`config.mk`:
```
export PLATFORM = sky130hd
export DESIGN_NAME = fcm_top
export DESIGN_NICKNAME = d
export VERILOG_FILES = /design/src/shared/fcm_pkg.sv /design/src/verilog/fcm_tach.sv /design/src/verilog/fcm_pwm.sv /design/src/verilog/fcm_top.sv
export SDC_FILE = /design/constraint.sdc
export NUM_CORES = 2
export LEC_CHECK = 0
export BUFFER_PORTS_ARGS = -buffer_cell sky130_fd_sc_hd__buf_2
export CELL_PAD_IN_SITES_DETAIL_PLACEMENT = 0
export CELL_PAD_IN_SITES_GLOBAL_PLACEMENT = 1
export CORE_MARGIN = 2
export CORE_UTILIZATION = 45
export DETAILED_ROUTE_END_ITERATION = 7
export PLACE_DENSITY_LB_ADDON = 0.1
export SLEW_MARGIN = 30
export SYNTH_ARGS = -nofsm -noshare
export SYNTH_HDL_FRONTEND = slang
export SYNTH_SLANG_ARGS = --single-unit
```
`constraint.sdc`:
```
create_clock -name core_clk_i -period 28.3 [get_ports core_clk_i]
set_clock_uncertainty 0.05 [all_clocks]
set_input_delay 1.415 -clock core_clk_i [delete_from_list [all_inputs] [get_ports core_clk_i]]
set_output_delay 1.415 -clock core_clk_i [all_outputs]
set_load 0.01 [all_outputs]
```
`src/shared/fcm_pkg.sv`:
```
package fcm_pkg;
	localparam int NV = 4;
	localparam int NT = 3;
	localparam int VOLT_LSB_MV = 8;
	localparam int VOLT_FS_MV = VOLT_LSB_MV * 256;
	localparam int CLK_MHZ = 250;
	localparam int TICK_MS = 100;
	localparam int unsigned TICK_CYC_DEF = TICK_MS * 1000 * CLK_MHZ;
	localparam int EVAL_MS = 1000;
	localparam int EVAL_TICKS = EVAL_MS / TICK_MS;
	localparam int HOLD_MS = 1600;
	localparam int HOLD_TICKS = (HOLD_MS + TICK_MS - 1) / TICK_MS;
	localparam int TACH_CONST = 1500000;
	localparam int unsigned TACH_DIV_DEF = CLK_MHZ * 1000000 / (TACH_CONST / 60);
	localparam logic [11:0] CNT_MAX = 12'hFFF;
	localparam logic [11:0] CNT_ZERO = 12'h000;
	localparam logic [7:0] DUTY_FULL = 8'hFF;
	localparam logic [7:0] DUTY_OFF = 8'h00;
	localparam logic [7:0] PWM_TOP = 8'hFE;
	localparam logic [7:0] PCT_FULL = 8'h64;
	localparam logic [3:0] TICKS_PER_S = 4'hA;
	localparam logic [7:0] HYST_DEF = 8'h04;
	localparam logic [7:0] FAULT_S_DEF = 8'h0B;
	localparam logic [7:0] MIN_DUTY_DEF = 8'h33;
	localparam logic [11:0] FULL_CNT_DEF = 12'h0FA;
	localparam logic [11:0] TGT_DEF = 12'h000;
	localparam int MODE_LSB = 0;
	localparam int LIN_BIT = 2;
	localparam int PCT_BIT = 3;
	localparam int TSEL_LSB = 4;
	localparam logic [7:0] OFS_VSTAT = 8'h00;
	localparam logic [7:0] OFS_TSTAT = 8'h01;
	localparam logic [7:0] OFS_OVT = 8'h02;
	localparam logic [7:0] OFS_MODE = 8'h03;
	localparam logic [7:0] OFS_DUTY = 8'h04;
	localparam logic [7:0] OFS_TGT = 8'h05;
	localparam logic [7:0] OFS_MIN = 8'h06;
	localparam logic [7:0] OFS_HYST = 8'h07;
	localparam logic [7:0] OFS_FAULT_S = 8'h08;
	localparam logic [7:0] OFS_FULL = 8'h09;
	localparam logic [7:0] OFS_TACH = 8'h0A;
	localparam logic [7:0] OFS_STAT = 8'h0B;
	localparam logic [7:0] OFS_BND = 8'h10;
	localparam logic [7:0] OFS_SEG = 8'h18;
	localparam logic [7:0] OFS_VHI = 8'h20;
	localparam logic [7:0] OFS_VLO = 8'h28;
	localparam logic [7:0] OFS_THI = 8'h30;
	localparam logic [7:0] OFS_THYS = 8'h38;
	localparam logic [7:0] OFS_TOVT = 8'h40;
	localparam logic [7:0] OFS_TOVH = 8'h48;
	localparam logic [7:0] OFS_VRD = 8'h50;
	localparam logic [7:0] OFS_TRD = 8'h58;
	typedef enum logic [1:0] {FCM_MAN_DUTY, FCM_MAN_RPM, FCM_STAGE, FCM_LINEAR} fcm_mode_t;
	typedef enum logic {FCM_EV_IDLE, FCM_EV_DIV} fcm_ev_t;
	typedef struct packed {
		logic [7:0]  addr;
		logic [15:0] wdata;
		logic        wr;
		logic        rd;
	} fcm_bus_t;
	typedef struct packed {
		logic            valid;
		logic [3:0][7:0] volt;
		logic [2:0][7:0] temp;
	} fcm_adc_t;
endpackage : fcm_pkg

```
`src/verilog/fcm_tach.sv`:
```
`timescale 1ns/1ns
`default_nettype none
module fcm_tach #(
	parameter int unsigned TACH_DIV = fcm_pkg::TACH_DIV_DEF
) (
	// Clock and reset
	input  wire logic        core_clk_i,
	input  wire logic        rst_n_i,
	// Tachometer pulse and count
	input  wire logic        tach_i,
	output logic [11:0]      count_o
);
	import fcm_pkg::*;

	typedef struct packed {
		logic [15:0] pre;
		logic [11:0] cnt;
		logic        half;
		logic        prev;
		logic [11:0] count;
	} fcm_tach_st_t;

	fcm_tach_st_t s_reg, s_next;
	logic         rise;

	always_comb begin
		s_next = s_reg;
		s_next.prev = tach_i;
		rise = tach_i && !s_reg.prev;
		s_next.pre = (s_reg.pre == 16'(TACH_DIV - 1)) ? 16'h0000 : s_reg.pre + 16'h0001;
		if (s_reg.pre == 16'(TACH_DIV - 1) && s_reg.cnt != CNT_MAX) begin
			s_next.cnt = s_reg.cnt + 12'h001;
		end
		// Two pulses make one revolution
		if (rise) begin
			if (s_reg.half) begin
				// Keep the tick of the latching edge so no period loses one
				s_next.count = s_next.cnt;
				s_next.cnt = CNT_ZERO;
				s_next.half = 1'b0;
			end else begin
				s_next.half = 1'b1;
			end
		end
		if (s_next.cnt == CNT_MAX) begin
			s_next.count = CNT_MAX;
		end
	end

	always_ff @(posedge core_clk_i) begin
		if (!rst_n_i) begin
			s_reg <= '0;
			s_reg.count <= CNT_MAX;
		end else begin
			s_reg <= s_next;
		end
	end

	assign count_o = s_reg.count;
endmodule : fcm_tach
`default_nettype wire

```
`src/verilog/fcm_pwm.sv`:
```
`timescale 1ns/1ns
`default_nettype none
module fcm_pwm (
	// Clock and reset
	input  wire logic       core_clk_i,
	input  wire logic       rst_n_i,
	// Duty in, drive out
	input  wire logic [7:0] duty_i,
	output logic            pwm_o
);
	import fcm_pkg::*;

	typedef struct packed {
		logic [7:0] cnt;
		logic [7:0] duty;
		logic       out;
	} fcm_pwm_st_t;

	fcm_pwm_st_t s_reg, s_next;

	// Period of 255 steps so that FFh is a steady high
	always_comb begin
		s_next = s_reg;
		s_next.cnt = (s_reg.cnt == PWM_TOP) ? 8'h00 : s_reg.cnt + 8'h01;
		if (s_next.cnt == 8'h00) begin
			s_next.duty = duty_i;
		end
		s_next.out = s_next.cnt < s_next.duty;
	end

	always_ff @(posedge core_clk_i) begin
		if (!rst_n_i) begin
			s_reg <= '0;
			s_reg.duty <= DUTY_FULL;
			s_reg.out <= 1'b1;
		end else begin
			s_reg <= s_next;
		end
	end

	assign pwm_o = s_reg.out;
endmodule : fcm_pwm
`default_nettype wire

```
`src/verilog/fcm_top.sv`:
```
`timescale 1ns/1ns
`default_nettype none
module fcm_top #(
	parameter int unsigned TICK_CYC = fcm_pkg::TICK_CYC_DEF,
	parameter int unsigned TACH_DIV = fcm_pkg::TACH_DIV_DEF
) (
	// Clock and reset
	input  wire logic              core_clk_i,
	input  wire logic              resetn_i,
	// Register port
	input  wire fcm_pkg::fcm_bus_t bus_i,
	output logic [15:0]            rdata_o,
	// Converter samples and tachometer
	input  wire fcm_pkg::fcm_adc_t adc_i,
	input  wire logic              tach_i,
	// Fan drive
	output logic                   fan_drive_output_o,
	output logic [7:0]             dc_level_o,
	// Alerts
	output logic                   smi_n_o,
	output logic                   pme_n_o,
	output logic                   over_temp_alert_n_o,
	output logic                   fan_fault_n_o
);
	import fcm_pkg::*;

	typedef struct packed {
		logic [3:0]      vstat;
		logic [2:0]      tstat;
		logic [3:0]      v_hi_st;
		logic [3:0]      v_lo_st;
		logic [2:0]      t_hot;
		logic [2:0]      ovt;
		logic [3:0][7:0] vhi;
		logic [3:0][7:0] vlo;
		logic [3:0][7:0] vrd;
		logic [2:0][7:0] thi;
		logic [2:0][7:0] thys;
		logic [2:0][7:0] tovt;
		logic [2:0][7:0] tovh;
		logic [2:0][7:0] trd;
		fcm_mode_t       mode;
		logic            lin_drv;
		logic            pct;
		logic [1:0]      tsel;
		logic [7:0]      duty;
		logic [7:0]      man_duty;
		logic [7:0]      min_duty;
		logic [7:0]      hyst;
		logic [7:0]      fault_s;
		logic [11:0]     tgt;
		logic [11:0]     full;
		logic [3:0][7:0] bnd;
		logic [4:0][7:0] seg;
		logic [2:0]      idx;
		logic [7:0]      auto_v;
		logic [24:0]     tick_cnt;
		logic [3:0]      eval_cnt;
		logic [4:0]      hold;
		logic [11:0]     f1;
		logic [11:0]     f2;
		logic            fault;
		fcm_ev_t         ev;
		logic [15:0]     num;
		logic [7:0]      den;
		logic [7:0]      rem;
		logic [15:0]     q;
		logic [4:0]      dcnt;
		logic [7:0]      base;
		logic            rise;
		logic [7:0]      dc;
		logic [15:0]     rdata;
	} fcm_top_st_t;

	fcm_top_st_t s, n;
	logic [1:0]  rst_sync_reg;
	logic        rst_n;
	logic [11:0] meas;
	logic        tick, eval, auto_on, cl_on, force_off, force_full, slow, fast;
	logic        f1_cond, f2_cond;
	logic [3:0]  vset, vclr;
	logic [2:0]  tset, tclr;
	logic [7:0]  t_cur, dv, dt, span;
	logic [2:0]  up_cnt, dn_cnt, nidx, k;
	logic [19:0] lhs, rhs;
	logic [11:0] lim;
	logic [8:0]  rem2;

	function automatic logic hit(input logic [7:0] a, input logic [7:0] base, input int i);
		return a == base + 8'(i);
	endfunction : hit

	// ------------------------------------------------------------
	// Reset release
	// ------------------------------------------------------------
	always_ff @(posedge core_clk_i or negedge resetn_i) begin
		if (!resetn_i) begin
			rst_sync_reg <= 2'b00;
		end else begin
			rst_sync_reg <= {rst_sync_reg[0], 1'b1};
		end
	end
	assign rst_n = rst_sync_reg[1];

	fcm_tach #(.TACH_DIV(TACH_DIV)) u_tach (
		.core_clk_i (core_clk_i),
		.rst_n_i    (rst_n),
		.tach_i     (tach_i),
		.count_o    (meas)
	);

	// Linear drive parks the pulse output low
	fcm_pwm u_pwm (
		.core_clk_i (core_clk_i),
		.rst_n_i    (rst_n),
		.duty_i     (s.lin_drv ? DUTY_OFF : s.duty),
		.pwm_o      (fan_drive_output_o)
	);

	// ------------------------------------------------------------
	// Next state
	// ------------------------------------------------------------
	always_comb begin
		n = s;
		vset = '0;
		tset = '0;
		vclr = '0;
		tclr = '0;
		rem2 = '0;
		k = '0;
		dv = '0;
		dt = '0;
		span = '0;
		tick = (s.tick_cnt == 25'(TICK_CYC - 1));
		n.tick_cnt = tick ? '0 : s.tick_cnt + 25'd1;
		eval = tick && (s.eval_cnt == 4'(EVAL_TICKS - 1));
		if (tick) begin
			n.eval_cnt = eval ? 4'h0 : s.eval_cnt + 4'h1;
		end

		// Register writes
		if (bus_i.wr) begin
			case (bus_i.addr)
				OFS_VSTAT: vclr = bus_i.wdata[3:0];
				OFS_TSTAT: tclr = bus_i.wdata[2:0];
				OFS_MODE: begin
					n.mode = fcm_mode_t'(bus_i.wdata[MODE_LSB +: 2]);
					n.lin_drv = bus_i.wdata[LIN_BIT];
					n.pct = bus_i.wdata[PCT_BIT];
					n.tsel = bus_i.wdata[TSEL_LSB +: 2];
				end
				OFS_DUTY: n.man_duty = bus_i.wdata[7:0];
				OFS_TGT: n.tgt = bus_i.wdata[11:0];
				OFS_MIN: n.min_duty = bus_i.wdata[7:0];
				OFS_HYST: n.hyst = bus_i.wdata[7:0];
				OFS_FAULT_S: n.fault_s = bus_i.wdata[7:0];
				OFS_FULL: n.full = bus_i.wdata[11:0];
				default: ;
			endcase
			for (int i = 0; i < NV; i++) begin
				if (hit(bus_i.addr, OFS_VHI, i)) n.vhi[i] = bus_i.wdata[7:0];
				if (hit(bus_i.addr, OFS_VLO, i)) n.vlo[i] = bus_i.wdata[7:0];
				if (hit(bus_i.addr, OFS_BND, i)) n.bnd[i] = bus_i.wdata[7:0];
			end
			for (int i = 0; i < NT; i++) begin
				if (hit(bus_i.addr, OFS_THI, i)) n.thi[i] = bus_i.wdata[7:0];
				if (hit(bus_i.addr, OFS_THYS, i)) n.thys[i] = bus_i.wdata[7:0];
				if (hit(bus_i.addr, OFS_TOVT, i)) n.tovt[i] = bus_i.wdata[7:0];
				if (hit(bus_i.addr, OFS_TOVH, i)) n.tovh[i] = bus_i.wdata[7:0];
			end
			for (int i = 0; i < 5; i++) begin
				if (hit(bus_i.addr, OFS_SEG, i)) n.seg[i] = bus_i.wdata[7:0];
			end
		end

		// Converter samples and limit checks
		if (adc_i.valid) begin
			n.vrd = adc_i.volt;
			n.trd = adc_i.temp;
			for (int i = 0; i < NV; i++) begin
				n.v_hi_st[i] = adc_i.volt[i] > s.vhi[i];
				n.v_lo_st[i] = adc_i.volt[i] < s.vlo[i];
				vset[i] = (n.v_hi_st[i] != s.v_hi_st[i]) || (n.v_lo_st[i] != s.v_lo_st[i]);
			end
			for (int i = 0; i < NT; i++) begin
				if (adc_i.temp[i] > s.thi[i]) begin
					n.t_hot[i] = 1'b1;
				end else if (adc_i.temp[i] < s.thys[i]) begin
					n.t_hot[i] = 1'b0;
				end
				tset[i] = n.t_hot[i] != s.t_hot[i];
				if (adc_i.temp[i] > s.tovt[i]) begin
					n.ovt[i] = 1'b1;
				end else if (adc_i.temp[i] < s.tovh[i]) begin
					n.ovt[i] = 1'b0;
				end
			end
		end
		// A new event wins over a clear in the same cycle
		n.vstat = (s.vstat & ~vclr) | vset;
		n.tstat = (s.tstat & ~tclr) | tset;

		// Interval with hysteresis on the way down; boundaries ascend
		t_cur = s.trd[(s.tsel > 2'd2) ? 2'd0 : s.tsel];
		up_cnt = '0;
		dn_cnt = '0;
		for (int i = 0; i < 4; i++) begin
			up_cnt = up_cnt + {2'b00, t_cur > s.bnd[i]};
			dn_cnt = dn_cnt + {2'b00, ({1'b0, t_cur} + {1'b0, s.hyst}) >= {1'b0, s.bnd[i]}};
		end
		nidx = (up_cnt > s.idx) ? up_cnt : ((dn_cnt < s.idx) ? dn_cnt : s.idx);
		auto_on = (s.mode == FCM_STAGE) || (s.mode == FCM_LINEAR);

		if (auto_on && eval) begin
			n.idx = nidx;
			if (s.mode == FCM_LINEAR && nidx == 3'd4) begin
				n.auto_v = DUTY_FULL;
			end else if (s.mode == FCM_LINEAR && nidx != 3'd0) begin
				k = nidx;
				span = s.bnd[k] - s.bnd[k - 3'd1];
				dt = (t_cur > s.bnd[k - 3'd1]) ? t_cur - s.bnd[k - 3'd1] : 8'h00;
				if (dt > span) begin
					dt = span;
				end
				n.rise = s.seg[k] >= s.seg[k - 3'd1];
				dv = n.rise ? s.seg[k] - s.seg[k - 3'd1] : s.seg[k - 3'd1] - s.seg[k];
				n.base = s.seg[k - 3'd1];
				n.num = {8'h00, dv} * {8'h00, dt};
				n.den = span;
				n.rem = '0;
				n.q = '0;
				n.dcnt = '0;
				if (span == 8'h00) begin
					n.auto_v = s.seg[k];
				end else begin
					n.ev = FCM_EV_DIV;
				end
			end else begin
				n.auto_v = s.seg[nidx];
			end
		end

		// Serial divider for the interpolation slope
		case (s.ev)
			FCM_EV_DIV: begin
				rem2 = {s.rem, s.num[15]};
				n.num = {s.num[14:0], 1'b0};
				if (rem2 >= {1'b0, s.den}) begin
					n.rem = 8'(rem2 - {1'b0, s.den});
					n.q = {s.q[14:0], 1'b1};
				end else begin
					n.rem = rem2[7:0];
					n.q = {s.q[14:0], 1'b0};
				end
				n.dcnt = s.dcnt + 5'd1;
				if (s.dcnt == 5'd15) begin
					n.ev = FCM_EV_IDLE;
					n.auto_v = s.rise ? s.base + n.q[7:0] : s.base - n.q[7:0];
				end
			end
			default: ;
		endcase

		// Closed loop on the tachometer count
		cl_on = (s.mode == FCM_MAN_RPM) || (auto_on && s.pct);
		force_off = (s.mode == FCM_MAN_RPM) ? (s.tgt == CNT_MAX) : (s.auto_v == DUTY_OFF);
		force_full = (s.mode == FCM_MAN_RPM) ? (s.tgt == CNT_ZERO) : (s.auto_v >= PCT_FULL);
		// Percent of full speed compared without a divider
		lhs = (s.mode == FCM_MAN_RPM) ? {8'h00, meas} : {8'h00, meas} * {12'h000, s.auto_v};
		rhs = (s.mode == FCM_MAN_RPM) ? {8'h00, s.tgt} : {8'h00, s.full} * {12'h000, PCT_FULL};
		slow = lhs > rhs;
		fast = lhs < rhs;
		if (!cl_on) begin
			n.hold = '0;
			n.duty = (s.mode == FCM_MAN_DUTY) ? s.man_duty : s.auto_v;
		end else if (force_off) begin
			n.hold = '0;
			n.duty = DUTY_OFF;
		end else if (force_full) begin
			n.hold = '0;
			n.duty = DUTY_FULL;
		end else if (tick) begin
			if (s.hold != 5'd0) begin
				n.hold = s.hold - 5'd1;
				n.duty = DUTY_OFF;
			end else if (slow) begin
				if (s.duty < s.min_duty) begin
					n.duty = s.min_duty;
				end else if (s.duty != DUTY_FULL) begin
					n.duty = s.duty + 8'h01;
				end
			end else if (fast) begin
				if (s.duty == s.min_duty && s.min_duty != DUTY_OFF) begin
					n.duty = DUTY_OFF;
					n.hold = 5'(HOLD_TICKS);
				end else if (s.duty != DUTY_OFF) begin
					n.duty = s.duty - 8'h01;
				end
			end
		end

		// Fan fault timing in 100 ms ticks
		lim = {4'h0, s.fault_s} * {8'h00, TICKS_PER_S};
		f1_cond = cl_on && !force_off && (s.duty == DUTY_FULL) && slow;
		f2_cond = (s.duty > s.min_duty) && (meas == CNT_MAX);
		if (!f1_cond) begin
			n.f1 = '0;
		end else if (tick && s.f1 < lim) begin
			n.f1 = s.f1 + 12'h001;
		end
		if (!f2_cond) begin
			n.f2 = '0;
		end else if (tick && s.f2 < lim) begin
			n.f2 = s.f2 + 12'h001;
		end
		n.fault = (f1_cond && s.f1 >= lim) || (f2_cond && s.f2 >= lim);
		n.dc = s.lin_drv ? s.duty : DUTY_OFF;

		// Read data for one cycle only
		n.rdata = '0;
		if (bus_i.rd) begin
			case (bus_i.addr)
				OFS_VSTAT: n.rdata = {12'h000, s.vstat};
				OFS_TSTAT: n.rdata = {13'h0000, s.tstat};
				OFS_OVT: n.rdata = {13'h0000, s.ovt};
				OFS_MODE: n.rdata = {10'h000, s.tsel, s.pct, s.lin_drv, s.mode};
				OFS_DUTY: n.rdata = {8'h00, s.duty};
				OFS_TGT: n.rdata = {4'h0, s.tgt};
				OFS_MIN: n.rdata = {8'h00, s.min_duty};
				OFS_HYST: n.rdata = {8'h00, s.hyst};
				OFS_FAULT_S: n.rdata = {8'h00, s.fault_s};
				OFS_FULL: n.rdata = {4'h0, s.full};
				OFS_TACH: n.rdata = {4'h0, meas};
				OFS_STAT: n.rdata = {11'h000, s.man_duty == s.duty, s.fault, s.idx};
				default: ;
			endcase
			for (int i = 0; i < NV; i++) begin
				if (hit(bus_i.addr, OFS_VHI, i)) n.rdata = {8'h00, s.vhi[i]};
				if (hit(bus_i.addr, OFS_VLO, i)) n.rdata = {8'h00, s.vlo[i]};
				if (hit(bus_i.addr, OFS_VRD, i)) n.rdata = {8'h00, s.vrd[i]};
				if (hit(bus_i.addr, OFS_BND, i)) n.rdata = {8'h00, s.bnd[i]};
			end
			for (int i = 0; i < NT; i++) begin
				if (hit(bus_i.addr, OFS_THI, i)) n.rdata = {8'h00, s.thi[i]};
				if (hit(bus_i.addr, OFS_THYS, i)) n.rdata = {8'h00, s.thys[i]};
				if (hit(bus_i.addr, OFS_TOVT, i)) n.rdata = {8'h00, s.tovt[i]};
				if (hit(bus_i.addr, OFS_TOVH, i)) n.rdata = {8'h00, s.tovh[i]};
				if (hit(bus_i.addr, OFS_TRD, i)) n.rdata = {8'h00, s.trd[i]};
			end
			for (int i = 0; i < 5; i++) begin
				if (hit(bus_i.addr, OFS_SEG, i)) n.rdata = {8'h00, s.seg[i]};
			end
		end
	end

	// ------------------------------------------------------------
	// State register
	// ------------------------------------------------------------
	always_ff @(posedge core_clk_i) begin
		if (!rst_n) begin
			s <= '0;
			s.vhi <= {NV{8'hFF}};
			s.thi <= {NT{8'hFF}};
			s.tovt <= {NT{8'hFF}};
			s.duty <= DUTY_FULL;
			s.man_duty <= DUTY_FULL;
			s.min_duty <= MIN_DUTY_DEF;
			s.hyst <= HYST_DEF;
			s.fault_s <= FAULT_S_DEF;
			s.tgt <= TGT_DEF;
			s.full <= FULL_CNT_DEF;
		end else begin
			s <= n;
		end
	end

	assign rdata_o = s.rdata;
	assign dc_level_o = s.dc;
	assign smi_n_o = ~|s.vstat;
	assign pme_n_o = ~|s.tstat;
	assign over_temp_alert_n_o = ~|s.ovt;
	assign fan_fault_n_o = ~s.fault;
endmodule : fcm_top
`default_nettype wire

```
# Word-level counts from Yosys, hierarchy flattened
# Index checks and enable logic that the tools add are counted.
[word_totals] reg_bits=592 input_bits=86 out_inout_bits=29 word_cells=479
[classes] n_addsub=26 multipliers=4 n_lt_le_gt_ge=50 n_eq_ne=81 n_mux=121 bitwise=11 n_reduce_logical=102
[op_table] cell="8-bit two-way mux" n=69
[op_table] cell="63-bit two-way mux" n=3
[op_table] cell="12-bit one-hot mux with 12 select lines" n=1
[op_table] cell="8-bit greater-than comparator" n=17
[op_table] cell="8-bit by 6-bit == test with 1-bit output, second input constant" n=14
[op_table] cell="8-bit by 7-bit == test with 1-bit output, second input constant" n=13
[op_table] cell="8-bit less-than comparator" n=12
[op_table] cell="2-bit AND reduction" n=44
[op_table] cell="8-bit by 5-bit == test with 1-bit output, second input constant" n=9
[op_table] cell="8-bit binary-select mux with 2-bit select" n=3
[op_table] cell="8-bit binary-select mux with 3-bit select" n=2
[op_table] cell="24-bit two-way mux" n=2
[op_table] cell="8-bit subtractor" n=6
[op_table] cell="9-bit by 8-bit >= comparator with 1-bit output" n=5
[op_table] cell="38-bit OR reduction" n=1
[op_table] cell="12-bit by 1-bit adder with 12-bit output, second input constant" n=3
[op_table] cell="12-bit == test, second input constant" n=3
[op_table] cell="8-bit by 3-bit == test with 1-bit output, second input constant" n=4
[op_table] cell="8-bit by 4-bit == test with 1-bit output, second input constant" n=4
[op_table] cell="8-bit zero test" n=4
[op_table] cell="29-bit two-way mux" n=1
[op_table] cell="25-bit by 1-bit adder with 25-bit output, second input constant" n=1
[op_table] cell="25-bit == test, second input constant" n=1
[op_table] cell="12-bit >= comparator" n=2
[op_table] cell="77 further kinds" n=171

# Logic depth before layout (Yosys ltp)
[depth] depth_word=38 depth_mapped=75

# Cells and area by module
# Synthesis repeated with hierarchy kept, for this count alone.
[unflattened] hier_cells=5465 hier_area_um2=43818.3
[modules_own_cells] mod="fcm_top" n_inst=1 cells_per_inst=5102 area_per_inst_um2=40677.8 seq_area_each_um2=10520.1
[modules_own_cells] mod="fcm_tach" n_inst=1 cells_per_inst=236 area_per_inst_um2=2082.0 seq_area_each_um2=840.8
[modules_own_cells] mod="fcm_pwm" n_inst=1 cells_per_inst=127 area_per_inst_um2=1058.5 seq_area_each_um2=340.3

# Worst setup path after synthesis
# No wires, ideal clock.
[synth_path] path_kind="reg-to-reg" startpoint="register s[293] (netlist name)" endpoint="register s[85] (netlist name)" setup_time_ns=0.132 arrival_time_ns=15.076 required_ns=28.118 path_slack_ns=13.041 stages_incl_launch_ff=74 synth_period_minus_slack_ns=15.259 path_cell_list="dfxtp_1 -> clkbuf_1 -> buf_1 -> buf_1 -> mux2i_1 -> a21oi_1 -> ha_1 -> a21o_1 -> a21oi_1 -> nor2b_1 -> o21ai_0 -> nand2b_1 -> xor2_1 -> ha_1 -> nor2b_1 -> o21ai_0 -> nand2b_1 -> a211oi_1 -> [38 not listed] -> fa_1 -> inv_1 -> fa_1 -> inv_1 -> fa_1 -> inv_1 -> ha_1 -> inv_1 -> o21bai_1 -> a21oi_1 -> o21bai_1 -> a21oi_1 -> nor2b_1 -> o21a_1 -> o41a_1 -> xnor2_1 -> mux2i_1 -> a21oi_1"
[synth_via] elab_chain_len=27 elab_cells_between_ends=57 classes_between="add/sub: 12; mul: 1; order compare: 14; eq/ne: 2; mux: 23; reduce/logical: 5"
[synth_rtl] item="start: declaration" line="fcm_top.sv:75" rtl="fcm_top_st_t s, n;"
[synth_rtl] item="start signal: assignment" line="fcm_top.sv:373" rtl="s <= n;"
[synth_rtl] item="2-bit greater-than comparator" line="fcm_top.sv:204" rtl="t_cur = s.trd[(s.tsel > 2'd2) ? 2'd0 : s.tsel];"
[synth_rtl] item="2-bit two-way mux (*)" line="fcm_top.sv:204"
[synth_rtl] item="8-bit binary-select mux with 2-bit select (*)" line="fcm_top.sv:204"
[synth_rtl] item="8-bit two-way mux (*)" line="fcm_top.sv:204"
[synth_rtl] item="8-bit by 8-bit adder with 9-bit output" line="fcm_top.sv:209" rtl="dn_cnt = dn_cnt + {2'b00, ({1'b0, t_cur} + {1'b0, s.hyst}) >= {1'b0, s.bnd[i]}};"
[synth_rtl] item="9-bit by 8-bit >= comparator with 1-bit output" line="fcm_top.sv:209"
[synth_rtl] item="1-bit by 1-bit adder with 2-bit output" line="fcm_top.sv:209"
[synth_rtl] item="2-bit by 1-bit adder with 3-bit output" line="fcm_top.sv:209"
[synth_rtl] item="[11 not listed]"
[synth_rtl] item="8-bit two-way mux" line="fcm_top.sv:218" rtl="end else if (s.mode == FCM_LINEAR && nidx != 3'd0) begin"
[synth_rtl] item="8-bit two-way mux" line="fcm_top.sv:216" rtl="if (s.mode == FCM_LINEAR && nidx == 3'd4) begin"
[synth_rtl] item="8-bit two-way mux" line="fcm_top.sv:214" rtl="if (auto_on && eval) begin"
[synth_rtl] item="8-bit by 8-bit multiplier with 16-bit output" line="fcm_top.sv:228" rtl="n.num = {8'h00, dv} * {8'h00, dt};"
[synth_rtl] item="63-bit two-way mux" line="fcm_top.sv:218"
[synth_rtl] item="63-bit two-way mux" line="fcm_top.sv:216"
[synth_rtl] item="63-bit two-way mux" line="fcm_top.sv:214"
[synth_rtl] item="17-bit two-way mux" line="fcm_top.sv:244" rtl="case (s.ev)"
# Mark *: on every way between the ends. The rest lies on a longest branch, timed or not. The select of a mux whose other input is x is not followed.
# A chain may end at the register's enable or synchronous reset.

# Worst setup path after layout
# Same ends and word-level chain as after synthesis.

==> reports/metrics.json <==
{
  "outcome": {"value": "complete, no violations"},
  "clockRootBuffer": {"value": "clkbuf_16"},
  "num-nets-final": {"value": 6072},
  "synth-edff-count": {"value": 0},
  "timing.max_slew.rel_slack": {"value": 33.0, "unit": "%"},
  "drt-pass1-iter-count": {"value": 6},
  "gr-usage-met1": {"value": 39.2, "unit": "%"},
  "timing.rr.end": {"value": "s[85]$_SDFFE_PN0P_"},
  "layout_common_cells": {"value": "nand2_1 (712), dfxtp_1 (582), ha_1 (484)"},
  "critical_path_class": {"value": "flip-flop to flip-flop"},
  "post_synth.cell_area_avg": {"value": 8.13, "unit": "um^2"},
  "fin_hold_viols": {"value": 0},
  "timing.rr.start": {"value": "s[293]$_SDFFE_PN0P_"},
  "grt.met3_usage": {"value": 4.02, "unit": "%"},
  "vias_in_the_first_global_route": {"value": 37200},
  "tritoncts_clock_tree": {"value": "built"},
  "global_route.usage.met2": {"value": 46.1, "unit": "%"},
  "post_cts_buffers": {"value": 0},
  "timing.critical_path.from_type": {"value": "flip-flop"},
  "flip_flop_count_of_the_largest_register_after_layout": {"value": 503},
  "r2r_slack": {"value": 12.06, "unit": "ns"},
  "cts.sink_count": {"value": 584},
  "wl_per_cell": {"value": 22.1, "unit": "um"},
  "htreeDepth": {"value": 3},
  "clockBufferDepth": {"value": 3},
  "synth_area": {"value": 44400, "unit": "um^2"},
  "start_util": {"value": 45.3, "unit": "%"},
  "synth.ff_latch_count": {"value": 584},
  "placeableCoreArea": {"value": 98000, "unit": "um^2"},
  "fin_crit_sh": {"value": 57.4, "unit": "%"},
  "fin_area": {"value": 48400, "unit": "um^2"},
  "reg2regPathDepth": {"value": 63},
  "postSynth.asyncResetShare": {"value": 0.342, "unit": "%"},
  "synth_cell_type_count": {"value": 101},
  "antenna_left": {"value": 0},
  "synth_cells": {"value": 5456},
  "fin_worst_hold_slack": {"value": 0.304, "unit": "ns"},
  "std_cell_rows": {"value": 115},
  "worst_path_largest_cell_delay": {"value": 0.71, "unit": "ns"},
  "synth_seq_area_share": {"value": 26.4, "unit": "%"},
  "filler_cell_count": {"value": 9681},
  "drt_iter0_drc": {"value": 3353},
  "grt_overflow_total": {"value": 0},
  "power_density": {"value": 51.2, "unit": "nW/um^2"},
  "rsz0062_at_grt": {"value": "false"},
  "io-pin-count": {"value": 115},
  "post-route-min-period": {"value": 16.24, "unit": "ns"},
  "worst-endpoint-arrival": {"value": 16.77, "unit": "ns"},
  "dr_total_vias": {"value": 38800},
  "final_common_cell": {"value": "nand2_1"},
  "clock_latency": {"value": 0.67, "unit": "ns"},
  "cap_viol_max_count": {"value": 0},
  "timing.final.setup_violations": {"value": 0},
  "yosys_warnings": {"value": 0},
  "cpMaxStageDelayCell": {"value": "o21ai_1"},
  "fin_tns_setup": {"value": 0, "unit": "ns"},
  "drc_errors": {"value": 0},
  "cellLeakagePower": {"value": 0.0208, "unit": "uW"},
  "required": {"value": 28.83, "unit": "ns"},
  "cts-buffers-inserted": {"value": 74},
  "cts_resized": {"value": 0},
  "grt_max_degree": {"value": 195},
  "achievable_clock_frequency": {"value": 61.6, "unit": "MHz"},
  "top_usage_layer": {"value": "met2"},
  "crit_start": {"value": "s[293]$_SDFFE_PN0P_"},
  "gp_routability_congestion": {"value": 0.950},
  "dieHeight": {"value": 318, "unit": "um"},
  "grt.total_usage": {"value": 29.0, "unit": "%"},
  "hold_buffers": {"value": 0},
  "post-place-ws": {"value": 12.16, "unit": "ns"},
  "synth_ff_type": {"value": "dfxtp_1"},
  "final_util": {"value": 49.4, "unit": "%"},
  "vdd.ir_drop.worst": {"value": 0.0905, "unit": "mV"},
  "port_buffers": {"value": 106},
  "worst_slack": {"value": 12.06, "unit": "ns"},
  "worst_path_most_repeated_cell": {"value": "ha_1"},
  "finalWirelength": {"value": 149000, "unit": "um"},
  "antenna_found_initial": {"value": 8},
  "final-max-slew-violation-count": {"value": 0},
  "die_width": {"value": 318, "unit": "um"},
  "worst_setup_path_endpoint": {"value": "s[85]$_SDFFE_PN0P_"},
  "hpwlAfterDp": {"value": 108000, "unit": "um"},
  "drive_gt1_share": {"value": 7.49, "unit": "%"},
  "area_growth_syn_to_layout": {"value": 9.01, "unit": "%"},
  "type_of_the_worst_min_delay_path": {"value": "flip-flop to flip-flop"},
  "floorplan.die_area": {"value": 101000, "unit": "um^2"},
  "worstMarginPinSlew": {"value": 0.979, "unit": "ns"},
  "first_pass_grt_wire_length": {"value": 229000, "unit": "um"},
  "worst-path-max-fanout": {"value": 25},
  "crit_path_end_kind": {"value": "flip-flop"},
  "path_clk_slew": {"value": 0.06, "unit": "ns"},
  "vias_per_cell": {"value": 5.77},
  "dpl_cell_area": {"value": 45900, "unit": "um^2"}
}
[metal layers]
layer | share of wire (%) | wire length, um
met5 | 0.049 | 73
met4 | 4.7 | 6970
met3 | 5.8 | 8650
met2 | 45 | 66400
met1 | 45 | 67000
[how the worst min path moves through the flow]
| stage | start | endpoint | depth (start not counted) | slack (ns) |
|---|---|---|---|---|
| after detailed placement | rst_sync_reg[0]$_DFF_PN0_ | rst_sync_reg[1]$_DFF_PN0_ | 0 | 0.29 |
| after floorplan | rst_sync_reg[0]$_DFF_PN0_ | rst_sync_reg[1]$_DFF_PN0_ | 0 | 0.28 |
| after global routing | rst_sync_reg[0]$_DFF_PN0_ | rst_sync_reg[1]$_DFF_PN0_ | 0 | 0.32 |
| after CTS | rst_sync_reg[0]$_DFF_PN0_ | rst_sync_reg[1]$_DFF_PN0_ | 0 | 0.30 |
| after global placement | rst_sync_reg[0]$_DFF_PN0_ | rst_sync_reg[1]$_DFF_PN0_ | 0 | 0.28 |
| final | rst_sync_reg[0]$_DFF_PN0_ | rst_sync_reg[1]$_DFF_PN0_ | 0 | 0.30 |
[final cells by class]
class	instances	area, um^2	area share (%)
Multi-Input combinational cell	4080	29700	61.3
Clock buffer	100	2060	4.26
Antenna cell	2	5.00	0.0103
Clock inverter	31	445	0.921
Tap cell	1287	1610	3.33
Timing Repair Buffer	180	1110	2.29
Inverter	469	1760	3.65
Sequential cell	584	11700	24.2
[synthesized netlist by cell type (73+ instances only)]
cell type	number	share of area [%]
xor2_1	95	1.9
and2_1	93	1.3
nor2b_1	164	2.3
nor2_1	327	2.8
a21oi_1	233	2.6
mux2i_1	143	3.2
nand2_1	712	6.0
clkbuf_1	279	2.4
dfxtp_1	582	26
o211ai_1	129	2.2
a21boi_0	215	3.6
ha_1	484	14
xnor2_1	77	1.5
o21ai_0	212	2.4
nand3_1	242	2.7
fa_1	113	5.1
inv_1	466	3.9
a21o_1	73	1.2
[metrics by stage]
stage / instances / power [uW]
after floorplan: 5459 / 1320
final: 6733 / 2480
after global routing: 6732 / 2580
after global placement: 6600 / 1490
after detailed placement: 6600 / 1490
after CTS: 6731 / 2480
[power by group]
| part | total, uW | switching (uW) | internal [uW] |
|---|---|---|---|
| Combinational | 639 | 416 | 223 |
| Sequential | 846 | 15.0 | 831 |
| Clock | 991 | 411 | 581 |
[cells by family (layout without fill, tap and decap cells)]
| family | Yosys count | in the layout | share of synthesized area (%) |
|---|---|---|---|
| mux | 187 | 187 | 5.25 |
| fa+ha+maj | 597 | 597 | 18.7 |
| xor+xnor | 176 | 176 | 3.54 |
| other cells | 2 | 7 | 0.0169 |
| buf+inv | 795 | 780 | 6.97 |
| compound gates | 1230 | 1230 | 18.8 |
| flops | 584 | 584 | 26.4 |
| simple gates | 1885 | 1885 | 20.3 |
[worst max-delay path: cells and delay by family (launching register included)]
kind,cells,cell delay (ns)
compound gates,22,5.30
xor+xnor,3,1.22
fa+ha+maj,15,5.48
buf+inv,11,1.58
flops,1,0.31
simple gates,9,1.29
mux,3,0.88
(Power assumes the default switching activity.)
